--- src/design/reservation_defs.svh ---
// Reservation access constants: offsets, fields, resets, timing.
// Assumes a 50 MHz clk and byte-addressed 32-bit AXI4-Lite registers.
// Operation
// - Equal owner, target, type, stream: one reservation
// - Parse elements; transmit only as type permits
// - Transaction must end gap before block end
// - Alien beacon period: silent except own beacon
// - Hard: owner and targets only, owner starts
// - Release frees block after its duration
// - Hard data: tag and destination must match
// - Soft owner starts block without backoff
// - Soft owner chains within short gap
// - Soft no-backoff data needs match
// - Hidden neighbours of soft target stay silent
// - Private: non-participants stay silent
// - Contention type: ordinary contention access
// - Three cases mark slot unavailable
// - No negotiation over slots held unless denied
// - Advertise capability; negotiate only as owner
// - Alien period: granted element unasked
// - Contention grant needs prior element
// - Owner fills target, accepted, stream
// - Unicast needs both sides granted
`ifndef RESERVATION_DEFS_SVH
`define RESERVATION_DEFS_SVH

`define CLK_NS 20
`define SLOTS 16
`define STREAMS 8
`define SIFS_NS 10000
`define GUARD_NS 12000
`define SLOT_NS 64000
`define SIFS_CYC ((`SIFS_NS + `CLK_NS - 1) / `CLK_NS)
`define GAP_CYC ((`SIFS_NS + `GUARD_NS + `CLK_NS - 1) / `CLK_NS)
`define SLOT_CYC (`SLOT_NS / `CLK_NS)

`define OFS_CTRL 8'h00
`define OFS_SEL 8'h04
`define OFS_SLOT 8'h08
`define OFS_BP 8'h0C
`define OFS_AVAIL 8'h10
`define OFS_NEG 8'h14
`define OFS_RESULT 8'h18
`define OFS_STATUS 8'h1C

`define CTRL_CAP_BIT 12
`define CTRL_EN_BIT 13
`define NEG_NEW_BIT 8
`define NEG_EXPL_BIT 12
`define NEG_PEER_BIT 13

`define RST_DEV_ADDR 8'h00
`define RST_LIMIT 4'h3
`define RST_CAP 1'b0
`define RST_EN 1'b1

`endif

--- src/design/reservation_pkg.sv ---
// Types shared by the block and its bench.
// Assumes the constants header is compiled alongside.
package reservation_pkg;

   // Internal encodings
   typedef enum logic [2:0] {
      RT_ALIEN = 3'h0,
      RT_HARD = 3'h1,
      RT_SOFT = 3'h3,
      RT_PRIVATE = 3'h2,
      RT_CONTENTION = 3'h6
   } rtype_t;

   typedef enum logic [1:0] {
      RC_ACCEPTED = 2'h0,
      RC_CONFLICT = 2'h1,
      RC_PENDING = 2'h2,
      RC_DENIED = 2'h3
   } reason_t;

   typedef enum logic [2:0] {
      FK_DATA = 3'h0,
      FK_AGG = 3'h1,
      FK_COMMAND = 3'h2,
      FK_CONTROL = 3'h3,
      FK_BEACON = 3'h4
   } frame_kind_t;

   typedef struct packed {
      logic [7:0] owner_addr;
      logic [7:0] target_addr;
      logic [3:0] spare;
      logic [2:0] stream;
      logic valid;
      logic hidden;
      logic peer_granted;
      logic granted;
      reason_t reason;
      rtype_t rtype;
   } slot_entry_t;

   typedef struct packed {
      logic valid;
      frame_kind_t kind;
      logic [7:0] dest;
      logic [2:0] tag;
      logic mcast_member;
      logic unicast;
      logic response;
      logic [15:0] len;
   } tx_req_t;

   typedef struct packed {
      logic valid;
      logic grant;
      logic no_backoff;
   } tx_ans_t;

endpackage : reservation_pkg

--- src/design/reservation_access.sv ---
`timescale 1ns/1ps
// Reservation access: slot table, transmit permission, availability, negotiation.
// Assumes slot, superframe and transmit signals come from MAC logic on clk.
`include "reservation_defs.svh"
module reservation_access
   import reservation_pkg::*;
(
   input wire logic clk,
   input wire logic rst_n,
   input wire logic [7:0] s_axi_awaddr,
   input wire logic s_axi_awvalid,
   output logic s_axi_awready,
   input wire logic [31:0] s_axi_wdata,
   input wire logic [3:0] s_axi_wstrb,
   input wire logic s_axi_wvalid,
   output logic s_axi_wready,
   output logic [1:0] s_axi_bresp,
   output logic s_axi_bvalid,
   input wire logic s_axi_bready,
   input wire logic [7:0] s_axi_araddr,
   input wire logic s_axi_arvalid,
   output logic s_axi_arready,
   output logic [31:0] s_axi_rdata,
   output logic [1:0] s_axi_rresp,
   output logic s_axi_rvalid,
   input wire logic s_axi_rready,
   input wire logic slot_start,
   input wire logic [3:0] slot_index,
   input wire logic superframe_start,
   input wire logic alien_detect,
   input wire logic [3:0] alien_slot,
   input wire logic release_rx,
   input wire logic [15:0] release_cycles,
   input wire tx_req_t tx_req,
   input wire logic tx_done,
   output tx_ans_t tx_ans,
   output logic cap_explicit,
   output logic [15:0] avail_map
);
   localparam int N = `SLOTS;
   localparam int S = `STREAMS;

   logic [7:0] dev_addr_reg;
   logic [3:0] limit_reg;
   logic enable_reg;
   logic [3:0] sel_reg;
   slot_entry_t slot_reg [N];
   logic [4:0] bp_age_reg [N];
   logic [N-1:0] prev_pca_reg;
   logic [4:0] s_age_reg [S];
   logic [7:0] s_tgt_reg [S];
   logic [31:0] result_reg;
   logic [3:0] cur_slot_reg;
   logic [15:0] slot_cnt_reg;
   logic block_first_reg;
   logic released_reg;
   logic release_pend_reg;
   logic [15:0] release_cnt_reg;
   logic chain_reg;
   logic [15:0] chain_cnt_reg;
   logic aw_hold_reg;
   logic w_hold_reg;
   logic [7:0] waddr_reg;
   logic [31:0] wdata_reg;
   logic [3:0] wstrb_reg;

   function automatic logic [31:0] merge(input logic [31:0] old, input logic [31:0] d,
      input logic [3:0] strb);
      logic [31:0] r;
      r = old;
      for (int b = 0; b < 4; b++)
         if (strb[b])
            r[b*8 +: 8] = d[b*8 +: 8];
      return r;
   endfunction : merge

   function automatic logic same_key(input slot_entry_t a, input slot_entry_t b);
      return a.valid && b.valid && a.owner_addr == b.owner_addr &&
         a.target_addr == b.target_addr && a.rtype == b.rtype && a.stream == b.stream;
   endfunction : same_key

   // Write channel
   logic wr_go;
   logic [7:0] wa;
   logic wr_ctrl, wr_sel, wr_slot, wr_bp, wr_neg, wr_hit;
   logic [31:0] nd;
   assign wr_go = aw_hold_reg && w_hold_reg && !s_axi_bvalid;
   assign wa = {waddr_reg[7:2], 2'b00};
   assign nd = merge(32'h0000_0000, wdata_reg, wstrb_reg);

   always_comb
   begin
      wr_ctrl = 1'b0;
      wr_sel = 1'b0;
      wr_slot = 1'b0;
      wr_bp = 1'b0;
      wr_neg = 1'b0;
      wr_hit = 1'b1;
      if (wa == `OFS_CTRL)
         wr_ctrl = wr_go;
      else if (wa == `OFS_SEL)
         wr_sel = wr_go;
      else if (wa == `OFS_SLOT)
         wr_slot = wr_go;
      else if (wa == `OFS_BP)
         wr_bp = wr_go;
      else if (wa == `OFS_NEG)
         wr_neg = wr_go;
      else
         wr_hit = 1'b0;
   end

   always_ff @(posedge clk or negedge rst_n)
   begin
      if (!rst_n)
      begin
         aw_hold_reg <= 1'b0;
         w_hold_reg <= 1'b0;
         waddr_reg <= 8'h00;
         wdata_reg <= 32'h0000_0000;
         wstrb_reg <= 4'h0;
         s_axi_awready <= 1'b1;
         s_axi_wready <= 1'b1;
         s_axi_bvalid <= 1'b0;
         s_axi_bresp <= 2'h0;
      end
      else
      begin
         if (s_axi_awvalid && s_axi_awready)
         begin
            aw_hold_reg <= 1'b1;
            s_axi_awready <= 1'b0;
            waddr_reg <= s_axi_awaddr;
         end
         if (s_axi_wvalid && s_axi_wready)
         begin
            w_hold_reg <= 1'b1;
            s_axi_wready <= 1'b0;
            wdata_reg <= s_axi_wdata;
            wstrb_reg <= s_axi_wstrb;
         end
         if (wr_go)
         begin
            s_axi_bvalid <= 1'b1;
            s_axi_bresp <= wr_hit ? 2'h0 : 2'h2;
         end
         else if (s_axi_bvalid && s_axi_bready)
         begin
            s_axi_bvalid <= 1'b0;
            aw_hold_reg <= 1'b0;
            w_hold_reg <= 1'b0;
            s_axi_awready <= 1'b1;
            s_axi_wready <= 1'b1;
         end
      end
   end

   // Control registers
   always_ff @(posedge clk or negedge rst_n)
   begin
      if (!rst_n)
      begin
         dev_addr_reg <= `RST_DEV_ADDR;
         limit_reg <= `RST_LIMIT;
         cap_explicit <= `RST_CAP;
         enable_reg <= `RST_EN;
         sel_reg <= 4'h0;
      end
      else
      begin
         if (wr_ctrl)
         begin
            dev_addr_reg <= nd[7:0];
            limit_reg <= nd[11:8];
            cap_explicit <= nd[`CTRL_CAP_BIT];
            enable_reg <= nd[`CTRL_EN_BIT];
         end
         if (wr_sel)
            sel_reg <= nd[3:0];
      end
   end

   // Slot table; alien detection wins
   slot_entry_t wr_entry;
   always_comb
   begin
      wr_entry = slot_entry_t'(merge(slot_reg[sel_reg], wdata_reg, wstrb_reg));
      if (wr_entry.rtype == RT_CONTENTION && !prev_pca_reg[sel_reg])
         wr_entry.granted = 1'b0;
   end

   always_ff @(posedge clk or negedge rst_n)
   begin
      if (!rst_n)
      begin
         slot_reg <= '{default: '0};
      end
      else
      begin
         if (wr_slot)
            slot_reg[sel_reg] <= wr_entry;
         if (alien_detect)
            slot_reg[alien_slot] <= '{dev_addr_reg, dev_addr_reg, 4'h0, 3'h0, 1'b1, 1'b0,
               1'b1, 1'b1, RC_ACCEPTED, RT_ALIEN};
      end
   end

   // Per-slot ageing, availability, blocking
   logic [N-1:0] blocked;
      for (genvar gi = 0; gi < N; gi++)
      begin : g_slot
         logic own_el;
         assign own_el = slot_reg[gi].valid && (slot_reg[gi].owner_addr == dev_addr_reg ||
            slot_reg[gi].target_addr == dev_addr_reg);
         assign blocked[gi] = slot_reg[gi].valid && slot_reg[gi].reason != RC_DENIED;
         always_ff @(posedge clk or negedge rst_n)
         begin
            if (!rst_n)
            begin
               bp_age_reg[gi] <= 5'h00;
               prev_pca_reg[gi] <= 1'b0;
               avail_map[gi] <= 1'b1;
            end
            else
            begin
               if (wr_bp && nd[gi])
                  bp_age_reg[gi] <= {1'b0, limit_reg} + 5'h01;
               else if (superframe_start && bp_age_reg[gi] != 5'h00)
                  bp_age_reg[gi] <= bp_age_reg[gi] - 5'h01;
               if (superframe_start)
                  prev_pca_reg[gi] <= own_el && slot_reg[gi].rtype == RT_CONTENTION;
               avail_map[gi] <= !((own_el && slot_reg[gi].granted) ||
                  (slot_reg[gi].valid && !own_el) || bp_age_reg[gi] != 5'h00);
            end
         end
      end

   // Stream numbers in use per target
   logic [S-1:0] used_now;
   logic [S-1:0] tgt_busy;
   logic [2:0] free_s;
   logic free_ok;
   always_comb
   begin
      used_now = '0;
      tgt_busy = '0;
      free_s = 3'h0;
      free_ok = 1'b0;
      for (int s = 0; s < S; s++)
      begin
         for (int i = 0; i < N; i++)
         begin
            if (slot_reg[i].valid && slot_reg[i].owner_addr == dev_addr_reg &&
               slot_reg[i].stream == 3'(s))
            begin
               used_now[s] = used_now[s] | (slot_reg[i].target_addr == s_tgt_reg[s]);
               tgt_busy[s] = tgt_busy[s] | (slot_reg[i].target_addr == nd[7:0]);
            end
         end
         if (s_age_reg[s] != 5'h00 && s_tgt_reg[s] == nd[7:0])
            tgt_busy[s] = 1'b1;
      end
      for (int s = S - 1; s >= 0; s--)
      begin
         if (!tgt_busy[s])
         begin
            free_s = 3'(s);
            free_ok = 1'b1;
         end
      end
   end

   // Owner negotiation result
   logic neg_refused;
   logic [2:0] neg_stream;
   assign neg_stream = nd[`NEG_NEW_BIT] ? free_s : nd[11:9];
   assign neg_refused = (|(nd[31:16] & blocked)) ||
      (nd[`NEG_EXPL_BIT] && !(nd[`NEG_PEER_BIT] && cap_explicit)) ||
      (nd[`NEG_NEW_BIT] && !free_ok);

   always_ff @(posedge clk or negedge rst_n)
   begin
      if (!rst_n)
      begin
         result_reg <= 32'h0000_0000;
         s_age_reg <= '{default: 5'h00};
         s_tgt_reg <= '{default: 8'h00};
      end
      else
      begin
         if (superframe_start)
         begin
            for (int s = 0; s < S; s++)
            begin
               if (used_now[s])
                  s_age_reg[s] <= {1'b0, limit_reg} + 5'h01;
               else if (s_age_reg[s] != 5'h00)
                  s_age_reg[s] <= s_age_reg[s] - 5'h01;
            end
         end
         if (wr_neg)
         begin
            result_reg <= {nd[31:16], 1'b1, neg_refused, neg_stream, RC_ACCEPTED, 1'b0,
               nd[7:0]};
            if (!neg_refused && nd[`NEG_NEW_BIT])
            begin
               s_age_reg[free_s] <= {1'b0, limit_reg} + 5'h01;
               s_tgt_reg[free_s] <= nd[7:0];
            end
         end
      end
   end

   // Slot timing, release, chaining
   slot_entry_t cur;
   logic [4:0] run;
   logic [19:0] remaining;
   always_comb
   begin
      cur = slot_reg[cur_slot_reg];
      run = 5'h00;
      for (int k = N - 1; k >= 1; k--)
      begin
         if (int'(cur_slot_reg) + k < N)
         begin
            if (same_key(slot_reg[4'(int'(cur_slot_reg) + k)], cur))
               run = run + 5'h01;
            else
               run = 5'h00;
         end
      end
      remaining = {4'h0, slot_cnt_reg} + 20'(run) * 20'(`SLOT_CYC);
   end

   always_ff @(posedge clk or negedge rst_n)
   begin
      if (!rst_n)
      begin
         cur_slot_reg <= 4'h0;
         slot_cnt_reg <= 16'h0000;
         block_first_reg <= 1'b0;
         released_reg <= 1'b0;
         release_pend_reg <= 1'b0;
         release_cnt_reg <= 16'h0000;
      end
      else if (slot_start)
      begin
         cur_slot_reg <= slot_index;
         slot_cnt_reg <= 16'(`SLOT_CYC - 1);
         block_first_reg <= !same_key(slot_reg[slot_index], cur);
         if (!same_key(slot_reg[slot_index], cur))
         begin
            released_reg <= 1'b0;
            release_pend_reg <= 1'b0;
         end
      end
      else
      begin
         if (slot_cnt_reg != 16'h0000)
            slot_cnt_reg <= slot_cnt_reg - 16'h0001;
         if (release_rx && (cur.rtype == RT_HARD || cur.rtype == RT_PRIVATE))
         begin
            release_pend_reg <= 1'b1;
            release_cnt_reg <= release_cycles;
         end
         else if (release_pend_reg && release_cnt_reg == 16'h0000)
         begin
            release_pend_reg <= 1'b0;
            released_reg <= 1'b1;
         end
         else if (release_pend_reg)
            release_cnt_reg <= release_cnt_reg - 16'h0001;
      end
   end

   logic own_o, own_t;
   assign own_o = cur.valid && cur.owner_addr == dev_addr_reg;
   assign own_t = cur.valid && cur.target_addr == dev_addr_reg;

   always_ff @(posedge clk or negedge rst_n)
   begin
      if (!rst_n)
      begin
         chain_reg <= 1'b0;
         chain_cnt_reg <= 16'h0000;
      end
      else if (slot_start)
         chain_reg <= 1'b0;
      else if (tx_done && own_o && cur.rtype == RT_SOFT)
      begin
         chain_reg <= 1'b1;
         chain_cnt_reg <= 16'(`SIFS_CYC);
      end
      else if (chain_reg && chain_cnt_reg == 16'h0000)
         chain_reg <= 1'b0;
      else if (chain_reg)
         chain_cnt_reg <= chain_cnt_reg - 16'h0001;
   end

   // Transmit permission
   rtype_t eff;
   logic fits, data_ok, uni_ok, start_win, grant, nb;
   always_comb
   begin
      eff = (!cur.valid || released_reg) ? RT_CONTENTION : cur.rtype;
      fits = !cur.valid || ({4'h0, tx_req.len} + 20'(`GAP_CYC) <= remaining);
      data_ok = !(tx_req.kind == FK_DATA || tx_req.kind == FK_AGG) ||
         (tx_req.tag == cur.stream && (tx_req.dest == cur.target_addr ||
         tx_req.mcast_member));
      uni_ok = !(tx_req.unicast && own_o) || (cur.granted && cur.peer_granted);
      start_win = block_first_reg && slot_cnt_reg >= 16'(`SLOT_CYC - `SIFS_CYC);
      grant = 1'b0;
      nb = 1'b0;
      case (eff)
         RT_ALIEN:
            grant = tx_req.kind == FK_BEACON;
         RT_HARD:
         begin
            grant = (own_o || (own_t && tx_req.response)) && data_ok && uni_ok && fits;
            nb = grant;
         end
         RT_SOFT:
         begin
            if (!cur.hidden)
            begin
               grant = fits;
               nb = own_o && (start_win || chain_reg) && data_ok && uni_ok && fits;
            end
         end
         RT_PRIVATE:
         begin
            grant = (own_o || own_t) && uni_ok && fits;
            nb = grant;
         end
         default:
            grant = fits;
      endcase
   end

   logic last_grant_reg, last_nb_reg;
   always_ff @(posedge clk or negedge rst_n)
   begin
      if (!rst_n)
      begin
         tx_ans <= '0;
         last_grant_reg <= 1'b0;
         last_nb_reg <= 1'b0;
      end
      else
      begin
         tx_ans.valid <= tx_req.valid;
         tx_ans.grant <= tx_req.valid && enable_reg && grant;
         tx_ans.no_backoff <= tx_req.valid && enable_reg && grant && nb;
         if (tx_req.valid)
         begin
            last_grant_reg <= enable_reg && grant;
            last_nb_reg <= enable_reg && grant && nb;
         end
      end
   end

   // Read channel
   logic [31:0] rd_data;
   logic rd_hit;
   logic [7:0] ra;
   assign ra = {s_axi_araddr[7:2], 2'b00};
   always_comb
   begin
      rd_data = 32'h0000_0000;
      rd_hit = 1'b1;
      if (ra == `OFS_CTRL)
         rd_data = {18'h0_0000, enable_reg, cap_explicit, limit_reg, dev_addr_reg};
      else if (ra == `OFS_SEL)
         rd_data = {28'h000_0000, sel_reg};
      else if (ra == `OFS_SLOT)
         rd_data = slot_reg[sel_reg];
      else if (ra == `OFS_BP || ra == `OFS_NEG)
         rd_data = 32'h0000_0000;
      else if (ra == `OFS_AVAIL)
         rd_data = {16'h0000, avail_map};
      else if (ra == `OFS_RESULT)
         rd_data = result_reg;
      else if (ra == `OFS_STATUS)
         rd_data = {24'h00_0000, last_nb_reg, last_grant_reg, chain_reg, released_reg,
            cur_slot_reg};
      else
         rd_hit = 1'b0;
   end

   always_ff @(posedge clk or negedge rst_n)
   begin
      if (!rst_n)
      begin
         s_axi_arready <= 1'b1;
         s_axi_rvalid <= 1'b0;
         s_axi_rdata <= 32'h0000_0000;
         s_axi_rresp <= 2'h0;
      end
      else if (s_axi_arvalid && s_axi_arready)
      begin
         s_axi_arready <= 1'b0;
         s_axi_rvalid <= 1'b1;
         s_axi_rdata <= rd_data;
         s_axi_rresp <= rd_hit ? 2'h0 : 2'h2;
      end
      else if (s_axi_rvalid && s_axi_rready)
      begin
         s_axi_rvalid <= 1'b0;
         s_axi_arready <= 1'b1;
      end
   end

endmodule : reservation_access

--- config.mk ---
export PLATFORM = sky130hd
export DESIGN_NAME = reservation_access
export DESIGN_NICKNAME = d
export VERILOG_FILES = /design/src/design/reservation_pkg.sv /design/src/design/reservation_access.sv
export VERILOG_INCLUDE_DIRS = /design/src /design/src/design
export SDC_FILE = /design/constraint.sdc
export NUM_CORES = 2
export LEC_CHECK = 0
export BUFFER_PORTS_ARGS = -buffer_cell sky130_fd_sc_hd__buf_4
export CAP_MARGIN = 20
export CORE_MARGIN = 4
export CORE_UTILIZATION = 24
export CTS_CLUSTER_SIZE = 12
export DETAILED_ROUTE_END_ITERATION = 8
export HOLD_SLACK_MARGIN = 0.06
export PLACE_DENSITY = 0.5
export SETUP_SLACK_MARGIN = 0.15
export SLEW_MARGIN = 40
export SYNTH_ARGS = -nofsm -noshare
export SYNTH_HDL_FRONTEND = slang
export SYNTH_SLANG_ARGS = --single-unit
--- constraint.sdc ---
create_clock -name clk -period 17.1 [get_ports clk]
set_input_delay 3.42 -clock clk [delete_from_list [all_inputs] [get_ports clk]]
set_output_delay 3.42 -clock clk [all_outputs]
set_load 0.005 [all_outputs]
Word level (Yosys, flattened, before mapping):

Cells that the tools add are included.

* bits in registers: 923
* output and inout bits: 61
* word-level logic and storage cells: 2121

* $add $sub $neg: 59
* multipliers: 1
* $lt $le $gt $ge: 41
* equality and inequality tests: 420
* multiplexer cells: 518
* bitwise gates (word level): 262
* reduce and logical (&&, ||, !) cells: 564

Operators with widths (count)
* $bmux W32 S4: 18
* $eq A8 B8 Y1: 219
* $mux W32: 44
* $bwmux W512: 2
* $mux W512: 2
* $lt A32 B6 Y1 const B: 15
* $logic_and A1 B1 Y1: 385
* $mux W5: 77
* $mux W1: 333
* $demux W32 S4: 2
* $eq A3 B3 Y1 const B: 82
* $or A1 B1 Y1: 240
* $mux W16: 8
* $mux W40: 3
* $reduce_bool A5 Y1: 24
* $sub A5 B1 Y5 const B: 24
* $eq A3 B2 Y1 const B: 36
* $eq A3 B3 Y1: 33
* $mux W8: 10
* $ge A4 B5 Y1 const B: 15
* $add A5 B1 Y5 const B: 14
* $bwmux W64: 1
* $logic_or A1 B1 Y1: 61
* $not A4 Y4: 15
* 42 further kinds: 202

Longest topological paths before layout:

* depth after elaboration: 62
* depth in mapped cells: 85
* depth with buffers taken out: 71

Worst setup path before layout:

OpenSTA, ideal clock, no wires.

* path kind: register to register
* from: register cur_slot_reg[1]
* to: register last_nb_reg
* library setup time: 0.064 ns
* data arrival time: 16.147 ns
* data required time: 17.036 ns
* path slack: 0.889 ns
* cell stages (with the launch flop): 79
* clock period less this slack: 16.211 ns
* cells stage by stage: dfrtp_1 > buf_2 > buf_2 > buf_2 > buf_1 > clkbuf_1 > clkbuf_1 > clkbuf_1 > inv_1 > ha_1 > clkbuf_1 > buf_1 > buf_1 > mux4_2 > mux4_2 > xor2_1 > nor4_1 > nand2_1 > (+43 left out) > inv_1 > ha_1 > inv_1 > o21ai_0 > a21oi_1 > o21bai_1 > a21oi_1 > xor2_1 > ha_1 > and3_1 > nand3_1 > nor4_1 > a2111oi_0 > nand2b_1 > or3_1 > or3_1 > a21oi_1 > a21o_1

* word-level cells in the longest chain between the ends: 62
* elaborated cells on any way between the ends: 315

Ends and longest elaborated chain
* start, declared: RTL line reservation_access.sv:53 `logic [3:0] cur_slot_reg;`
* start signal, assigned: RTL line reservation_access.sv:348 `cur_slot_reg <= slot_index;`
* $add A4 B4 Y5: RTL line reservation_access.sv:326 `if (same_key(slot_reg[4'(int'(cur_slot_reg) + k)], cur))`
* $not A4 Y4 (implied by the code): RTL line reservation_access.sv:326
* $bmux W32 S4: RTL line reservation_access.sv:326
* $mux W32 (implied by the code) (2 in a row): RTL line reservation_access.sv:326
* $eq A8 B8 Y1 / $logic_and A1 B1 Y1 (equally long branches): RTL line reservation_access.sv:78 `return a.valid && b.valid && a.owner_addr == b.owner_addr &&`
* $logic_and A1 B1 Y1 (2 in a row): RTL line reservation_access.sv:78
* $logic_and A1 B1 Y1 (2 in a row): RTL line reservation_access.sv:79 `a.target_addr == b.target_addr && a.rtype == b.rtype && a.stream == b.stream;`
* $mux W1: RTL line reservation_access.sv:326
* (+43 left out)
* $mul A5 B5 Y10: RTL line reservation_access.sv:332 `` remaining = {4'h0, slot_cnt_reg} + 20'(run) * 20'(`SLOT_CYC); ``
* $add A16 B17 Y18: RTL line reservation_access.sv:332
* $le A17 B18 Y1: RTL line reservation_access.sv:406 `` fits = !cur.valid || ({4'h0, tx_req.len} + 20'(`GAP_CYC) <= remaining); ``
* $logic_or A1 B1 Y1: RTL line reservation_access.sv:406
* $mux W1, or another cell as far along: RTL line reservation_access.sv:424 `if (!cur.hidden)`
* $pmux W1 S4 / $mux W1 (equally long branches): RTL line reservation_access.sv:414, reservation_access.sv:424
* $logic_and A1 B1 Y1 / $pmux W1 S3 (equally long branches): RTL line reservation_access.sv:457, reservation_access.sv:414
* $logic_and A1 B1 Y1 *: RTL line reservation_access.sv:457 `last_nb_reg <= enable_reg && grant && nb;`
* end signal, assigned: RTL line reservation_access.sv:457
* end, declared: RTL line reservation_access.sv:440 `logic last_grant_reg, last_nb_reg;`

Mark *: on every way between the ends. The rest lies on a longest branch, timed or not. The select of a mux whose other input is x is not followed.
A chain may end at the register's enable or synchronous reset.

Final worst setup path:

Ends and elaborated chain as after synthesis.

==> report_table.html <==
<table>
<tr><th>Metric</th><th>Value</th></tr>
<tr><th colspan="2">Global route</th></tr>
<tr><td>Number of antenna violations at the first check in global routing</td><td>73</td></tr>
<tr><td>Via count of the first global-routing pass</td><td>85,000</td></tr>
<tr><td>Global route overflow</td><td>0</td></tr>
<tr><td>Global router's overall resource usage</td><td>0.278</td></tr>
<tr><td>Pin count of the biggest net entering global routing</td><td>152</td></tr>
<tr><td>Global-route wire length before repair</td><td>771 mm</td></tr>
<tr><th colspan="2">Placement</th></tr>
<tr><td>Sum of net half-perimeters after detailed placement</td><td>426 mm</td></tr>
<tr><td>Routability cong.</td><td>1.09</td></tr>
<tr><td>Input/output buffers</td><td>176</td></tr>
<tr><th colspan="2">Clocking</th></tr>
<tr><td>CTS tree</td><td>built</td></tr>
<tr><td>Clk sink count</td><td>919</td></tr>
<tr><td>Clock buffers created by TritonCTS</td><td>109</td></tr>
<tr><td>Deepest clock path buffer count</td><td>3</td></tr>
<tr><td>Root buf cell</td><td>sky130_fd_sc_hd__clkbuf_16</td></tr>
<tr><td>H-tree level count</td><td>3</td></tr>
<tr><td>Clk_lat worst skew</td><td>0.85 ns</td></tr>
<tr><td>CTS clock-pin slew for the worst setup and hold paths</td><td>0.07 ns</td></tr>
<tr><th colspan="2">Power</th></tr>
<tr><td>Power density of the placed cells</td><td>173 nW/um^2</td></tr>
<tr><td>Register share of total power</td><td>0.222</td></tr>
<tr><td>Comb pwr share</td><td>0.643</td></tr>
<tr><td>Clock power share</td><td>0.135</td></tr>
<tr><td>Switching share of total power</td><td>0.555</td></tr>
<tr><td>Worst-case vdd ir drop</td><td>0.111 mV</td></tr>
<tr><td>Internal power contribution</td><td>8270 uW</td></tr>
<tr><td>Leak pwr</td><td>0.0418 uW</td></tr>
<tr><td>Switching component of the power</td><td>10,300 uW</td></tr>
<tr><th colspan="2">Floorplan</th></tr>
<tr><td>Overall die height</td><td>634 um</td></tr>
<tr><td>Die outline area</td><td>402,000 um^2</td></tr>
<tr><td>Number of placed I/O pins</td><td>183</td></tr>
<tr><td>Standard cell core area</td><td>390,000 um^2</td></tr>
<tr><td>Num rows</td><td>229</td></tr>
<tr><td>Die outline width</td><td>634 um</td></tr>
<tr><td>Effective utilization at floorplan</td><td>0.241</td></tr>
<tr><th colspan="2">Worst setup path</th></tr>
<tr><td>RR Startpoint</td><td>cur_slot_reg[1]</td></tr>
<tr><td>Crit Path Max Fanout</td><td>12</td></tr>
<tr><td>CP Data Required Time</td><td>17.80 ns</td></tr>
<tr><td>Type of element launching the critical path</td><td>flip-flop</td></tr>
<tr><td>Worst path most repeated cell</td><td>sky130_fd_sc_hd__ha_1</td></tr>
<tr><td>Cell type group with the largest total delay on the critical path</td><td>adder cells</td></tr>
<tr><td>CP endpoint kind</td><td>flip-flop</td></tr>
<tr><td>Critical path class</td><td>flip-flop to flip-flop</td></tr>
<tr><td>Worst path bufs/invs</td><td>14</td></tr>
<tr><td>Critical Path Max Stage Delay</td><td>0.62 ns</td></tr>
<tr><td>Worst path arrival time</td><td>16.67 ns</td></tr>
<tr><td>Start point of the critical path</td><td>cur_slot_reg[1]</td></tr>
<tr><td>Standard cell with the maximum stage delay on the critical path</td><td>sky130_fd_sc_hd__mux4_2</td></tr>
<tr><th colspan="2">STA</th></tr>
<tr><td>Max transition margin</td><td>0.243</td></tr>
<tr><td>Worst hold slack after final layout</td><td>0.480 ns</td></tr>
<tr><td>Setup TNS</td><td>0 ns</td></tr>
<tr><td>Final count of hold timing violations</td><td>0</td></tr>
<tr><td>Clock skew after layout</td><td>0.138 ns</td></tr>
<tr><td>Shortest period the worst path allows</td><td>15.97 ns</td></tr>
<tr><td>Count of pins over their slew limit</td><td>0</td></tr>
<tr><td>Max Fclk</td><td>62.6 MHz</td></tr>
<tr><td>RSZ-0062 raised after global routing</td><td>no</td></tr>
<tr><td>Number of setup violations in the final report</td><td>0</td></tr>
<tr><td>Portion of the clock cycle consumed by the worst path in the final layout</td><td>0.934</td></tr>
<tr><td>Worst Tran Pin Value</td><td>1.12 ns</td></tr>
<tr><th colspan="2">Logic synthesis</th></tr>
<tr><td>Post-synth design cell area</td><td>94,100 um^2</td></tr>
<tr><td>Largest cells by area after synthesis</td><td>sky130_fd_sc_hd__dfrtp_1, sky130_fd_sc_hd__mux4_2, sky130_fd_sc_hd__xnor2_1, sky130_fd_sc_hd__xor2_1, sky130_fd_sc_hd__o21ai_0</td></tr>
<tr><td>Share of the synthesized area in the top cell type</td><td>0.238</td></tr>
<tr><td>Count of state elements after synthesis</td><td>919</td></tr>
<tr><td>Proportion of synthesized flip-flops having asynchronous set or reset</td><td>1.00</td></tr>
<tr><td>Mean area per synthesized cell</td><td>9.32 um^2</td></tr>
<tr><td>Top FF cell, synth</td><td>sky130_fd_sc_hd__dfrtp_1</td></tr>
<tr><td>Number of distinct library cells after synthesis</td><td>101</td></tr>
<tr><td>Share of synthesized area occupied by flip-flops and latches</td><td>0.245</td></tr>
<tr><td>Number of enable-type register cells in the synthesized netlist</td><td>0</td></tr>
<tr><td>Cell taking the most area after synthesis</td><td>sky130_fd_sc_hd__dfrtp_1</td></tr>
<tr><td>Total number of yosys warnings</td><td>0</td></tr>
<tr><td>Number of instances in the synthesized netlist</td><td>10,100</td></tr>
<tr><th colspan="2">Finish</th></tr>
<tr><td>Area growth from synthesis to layout</td><td>14.2%</td></tr>
<tr><td>Number of inserted filler cells in the final layout</td><td>41,300</td></tr>
<tr><td>Number of nets in the layout</td><td>10,100</td></tr>
<tr><td>Flip-flop count of the largest register after layout</td><td>512</td></tr>
<tr><td>Fraction of final layout cells sized beyond drive strength 1</td><td>0.214</td></tr>
<tr><th colspan="2">Status</th></tr>
<tr><td>Run status</td><td>complete, but fails checks</td></tr>
<tr><td>Failing checks</td><td>DRC</td></tr>
<tr><th colspan="2">Route</th></tr>
<tr><td>DRT Pass-1 Iters</td><td>9</td></tr>
<tr><td>Via count of the routed design</td><td>94,200</td></tr>
<tr><td>Total Wirelength</td><td>584 mm</td></tr>
<tr><td>Remaining antenna violation count</td><td>0</td></tr>
<tr><td>Drt first-iter violations</td><td>15,800</td></tr>
<tr><td>Average wire length per cell after detail routing</td><td>38.2 um</td></tr>
<tr><td>Routed vias/inst</td><td>6.17</td></tr>
<tr><td>DRC violation count after routing</td><td>6</td></tr>
<tr><th colspan="2">Min path</th></tr>
<tr><td>Source of the worst hold timing path</td><td>result_reg[15]</td></tr>
<tr><td>Class of the tightest hold or removal check</td><td>flip-flop to flip-flop</td></tr>
<tr><th colspan="2">Flow run</th></tr>
<tr><td>Count of max-cap constraint violations</td><td>0</td></tr>
</table>
per-stage QoR:
step	power, uW	setup slack (ns)	cell area (um^2)	utilization	std cells
2_1_floorplan	9870	0.889	94100	-	10100
3_3_place_gp	15100	0.702	103000	0.263	15000
3_5_place_dp	15300	0.790	103000	0.265	15000
4_1_cts	17800	0.741	107000	0.274	15200
5_1_grt	18700	0.130	107000	0.275	15200
6_report	18600	1.13	107000	0.276	15300
cell type report:
type	instances	area, um^2	share of cell area
repair buffers	771	6270	0.0584
flip-flops and latches	919	23100	0.215
multi-input cells	7932	67000	0.624
clock inverters	33	533	0.00496
clock buffers	169	3220	0.0300
inverters	171	644	0.00600
diodes	78	195	0.00182
well taps	5197	6500	0.0605
synth_stat cells (24+ instances only):
library cell / instances
sky130_fd_sc_hd__dfrtp_1: 897
sky130_fd_sc_hd__nand3_1: 248
sky130_fd_sc_hd__a21o_1: 32
sky130_fd_sc_hd__buf_2: 33
sky130_fd_sc_hd__o22ai_1: 24
sky130_fd_sc_hd__nor2b_1: 60
sky130_fd_sc_hd__and2_1: 32
sky130_fd_sc_hd__a31oi_1: 28
sky130_fd_sc_hd__o21ai_0: 644
sky130_fd_sc_hd__ha_1: 112
sky130_fd_sc_hd__mux4_2: 870
sky130_fd_sc_hd__a211o_1: 40
sky130_fd_sc_hd__mux2i_1: 273
sky130_fd_sc_hd__and3_1: 83
sky130_fd_sc_hd__nor2_1: 784
sky130_fd_sc_hd__nor3_1: 225
sky130_fd_sc_hd__clkbuf_1: 772
sky130_fd_sc_hd__nand2b_1: 65
sky130_fd_sc_hd__xnor2_1: 1065
sky130_fd_sc_hd__buf_1: 228
sky130_fd_sc_hd__nand4_1: 274
sky130_fd_sc_hd__mux2_2: 85
sky130_fd_sc_hd__a22oi_1: 92
sky130_fd_sc_hd__a21oi_1: 555
sky130_fd_sc_hd__xor2_1: 816
sky130_fd_sc_hd__inv_1: 170
sky130_fd_sc_hd__buf_4: 29
sky130_fd_sc_hd__a211oi_1: 220
sky130_fd_sc_hd__nor4_1: 283
sky130_fd_sc_hd__nand2_1: 704
per-layer routing:
metal	GRT usage	up-vias	share of wire
li1	-	36500	-
met1	0.335	47200	0.36
met2	0.374	8250	0.39
met3	0.137	2221	0.15
met4	0.208	46	0.095
met5	0.0358	-	0.0032
placed cells by master (no fill, tap or decap), types with 109 or more instances in the layout:
cell type                   instances
sky130_fd_sc_hd__xnor2_1         1054
sky130_fd_sc_hd__mux4_2           870
sky130_fd_sc_hd__dfrtp_1          865
sky130_fd_sc_hd__xor2_1           810
sky130_fd_sc_hd__nor2_1           751
sky130_fd_sc_hd__buf_4            725
sky130_fd_sc_hd__nand2_1          689
sky130_fd_sc_hd__o21ai_0          634
sky130_fd_sc_hd__a21oi_1          552
sky130_fd_sc_hd__nand4_1          274
sky130_fd_sc_hd__mux2i_1          265
sky130_fd_sc_hd__nor4_1           253
sky130_fd_sc_hd__nand3_1          247
sky130_fd_sc_hd__a211oi_1         220
sky130_fd_sc_hd__nor3_1           212
sky130_fd_sc_hd__inv_1            167
sky130_fd_sc_hd__clkbuf_16        109
cells by family (layout without fill, tap and decap cells):
kind of cell	Yosys count	after routing	synth area share
AND/OR/NAND/NOR	2915	2915	0.151
XOR/XNOR	1884	1884	0.176
AO/OA/AOI/OAI	1787	1787	0.113
buffers and inverters	1253	1144	0.0533
multiplexers	1230	1230	0.248
flip-flops	919	919	0.245
adder cells (fa/ha/maj)	114	114	0.0153
other	1	80	0.0000398
power groups by stage:
stage	Sequential, uW	Clock [uW]	Combinational (uW)
3_5_place_dp	3980	0	11300
6_report	4130	2510	11900
2_1_floorplan	3150	0	6720
4_1_cts	3940	2530	11300
3_3_place_gp	3980	0	11200
5_1_grt	4070	2610	12000
worst paths after layout:
kind | endpoint | slack, ns | depth (start not counted)
worst max register to register | last_nb_reg | 1.13 | 72
max in group asynchronous | cur_slot_reg[2] | 11.44 | 5
worst min register to register | result_reg[15] | 0.48 | 1
min in group asynchronous | s_tgt_reg[9] | 2.62 | 1
worst min-delay path | result_reg[15] | 0.48 | 1
worst max-delay path | last_nb_reg | 1.13 | 72
worst reg2reg max path, delay by kind of cell, from the launching register on:
family | cells | cell delay, ns
xor+xnor | 2 | 0.28
flops | 1 | 0.54
compound gates | 19 | 3.55
buf+inv | 14 | 1.83
mux | 2 | 1.15
simple gates | 16 | 3.09
fa+ha+maj | 19 | 5.49
timing repair:
item                       in CTS  in global routing
hold buffers                    0                  0
gates resized for setup         0                 29
buffers inserted                0                  7
setup endpoints to repair       0                  4
(Power assumes the default switching activity.)
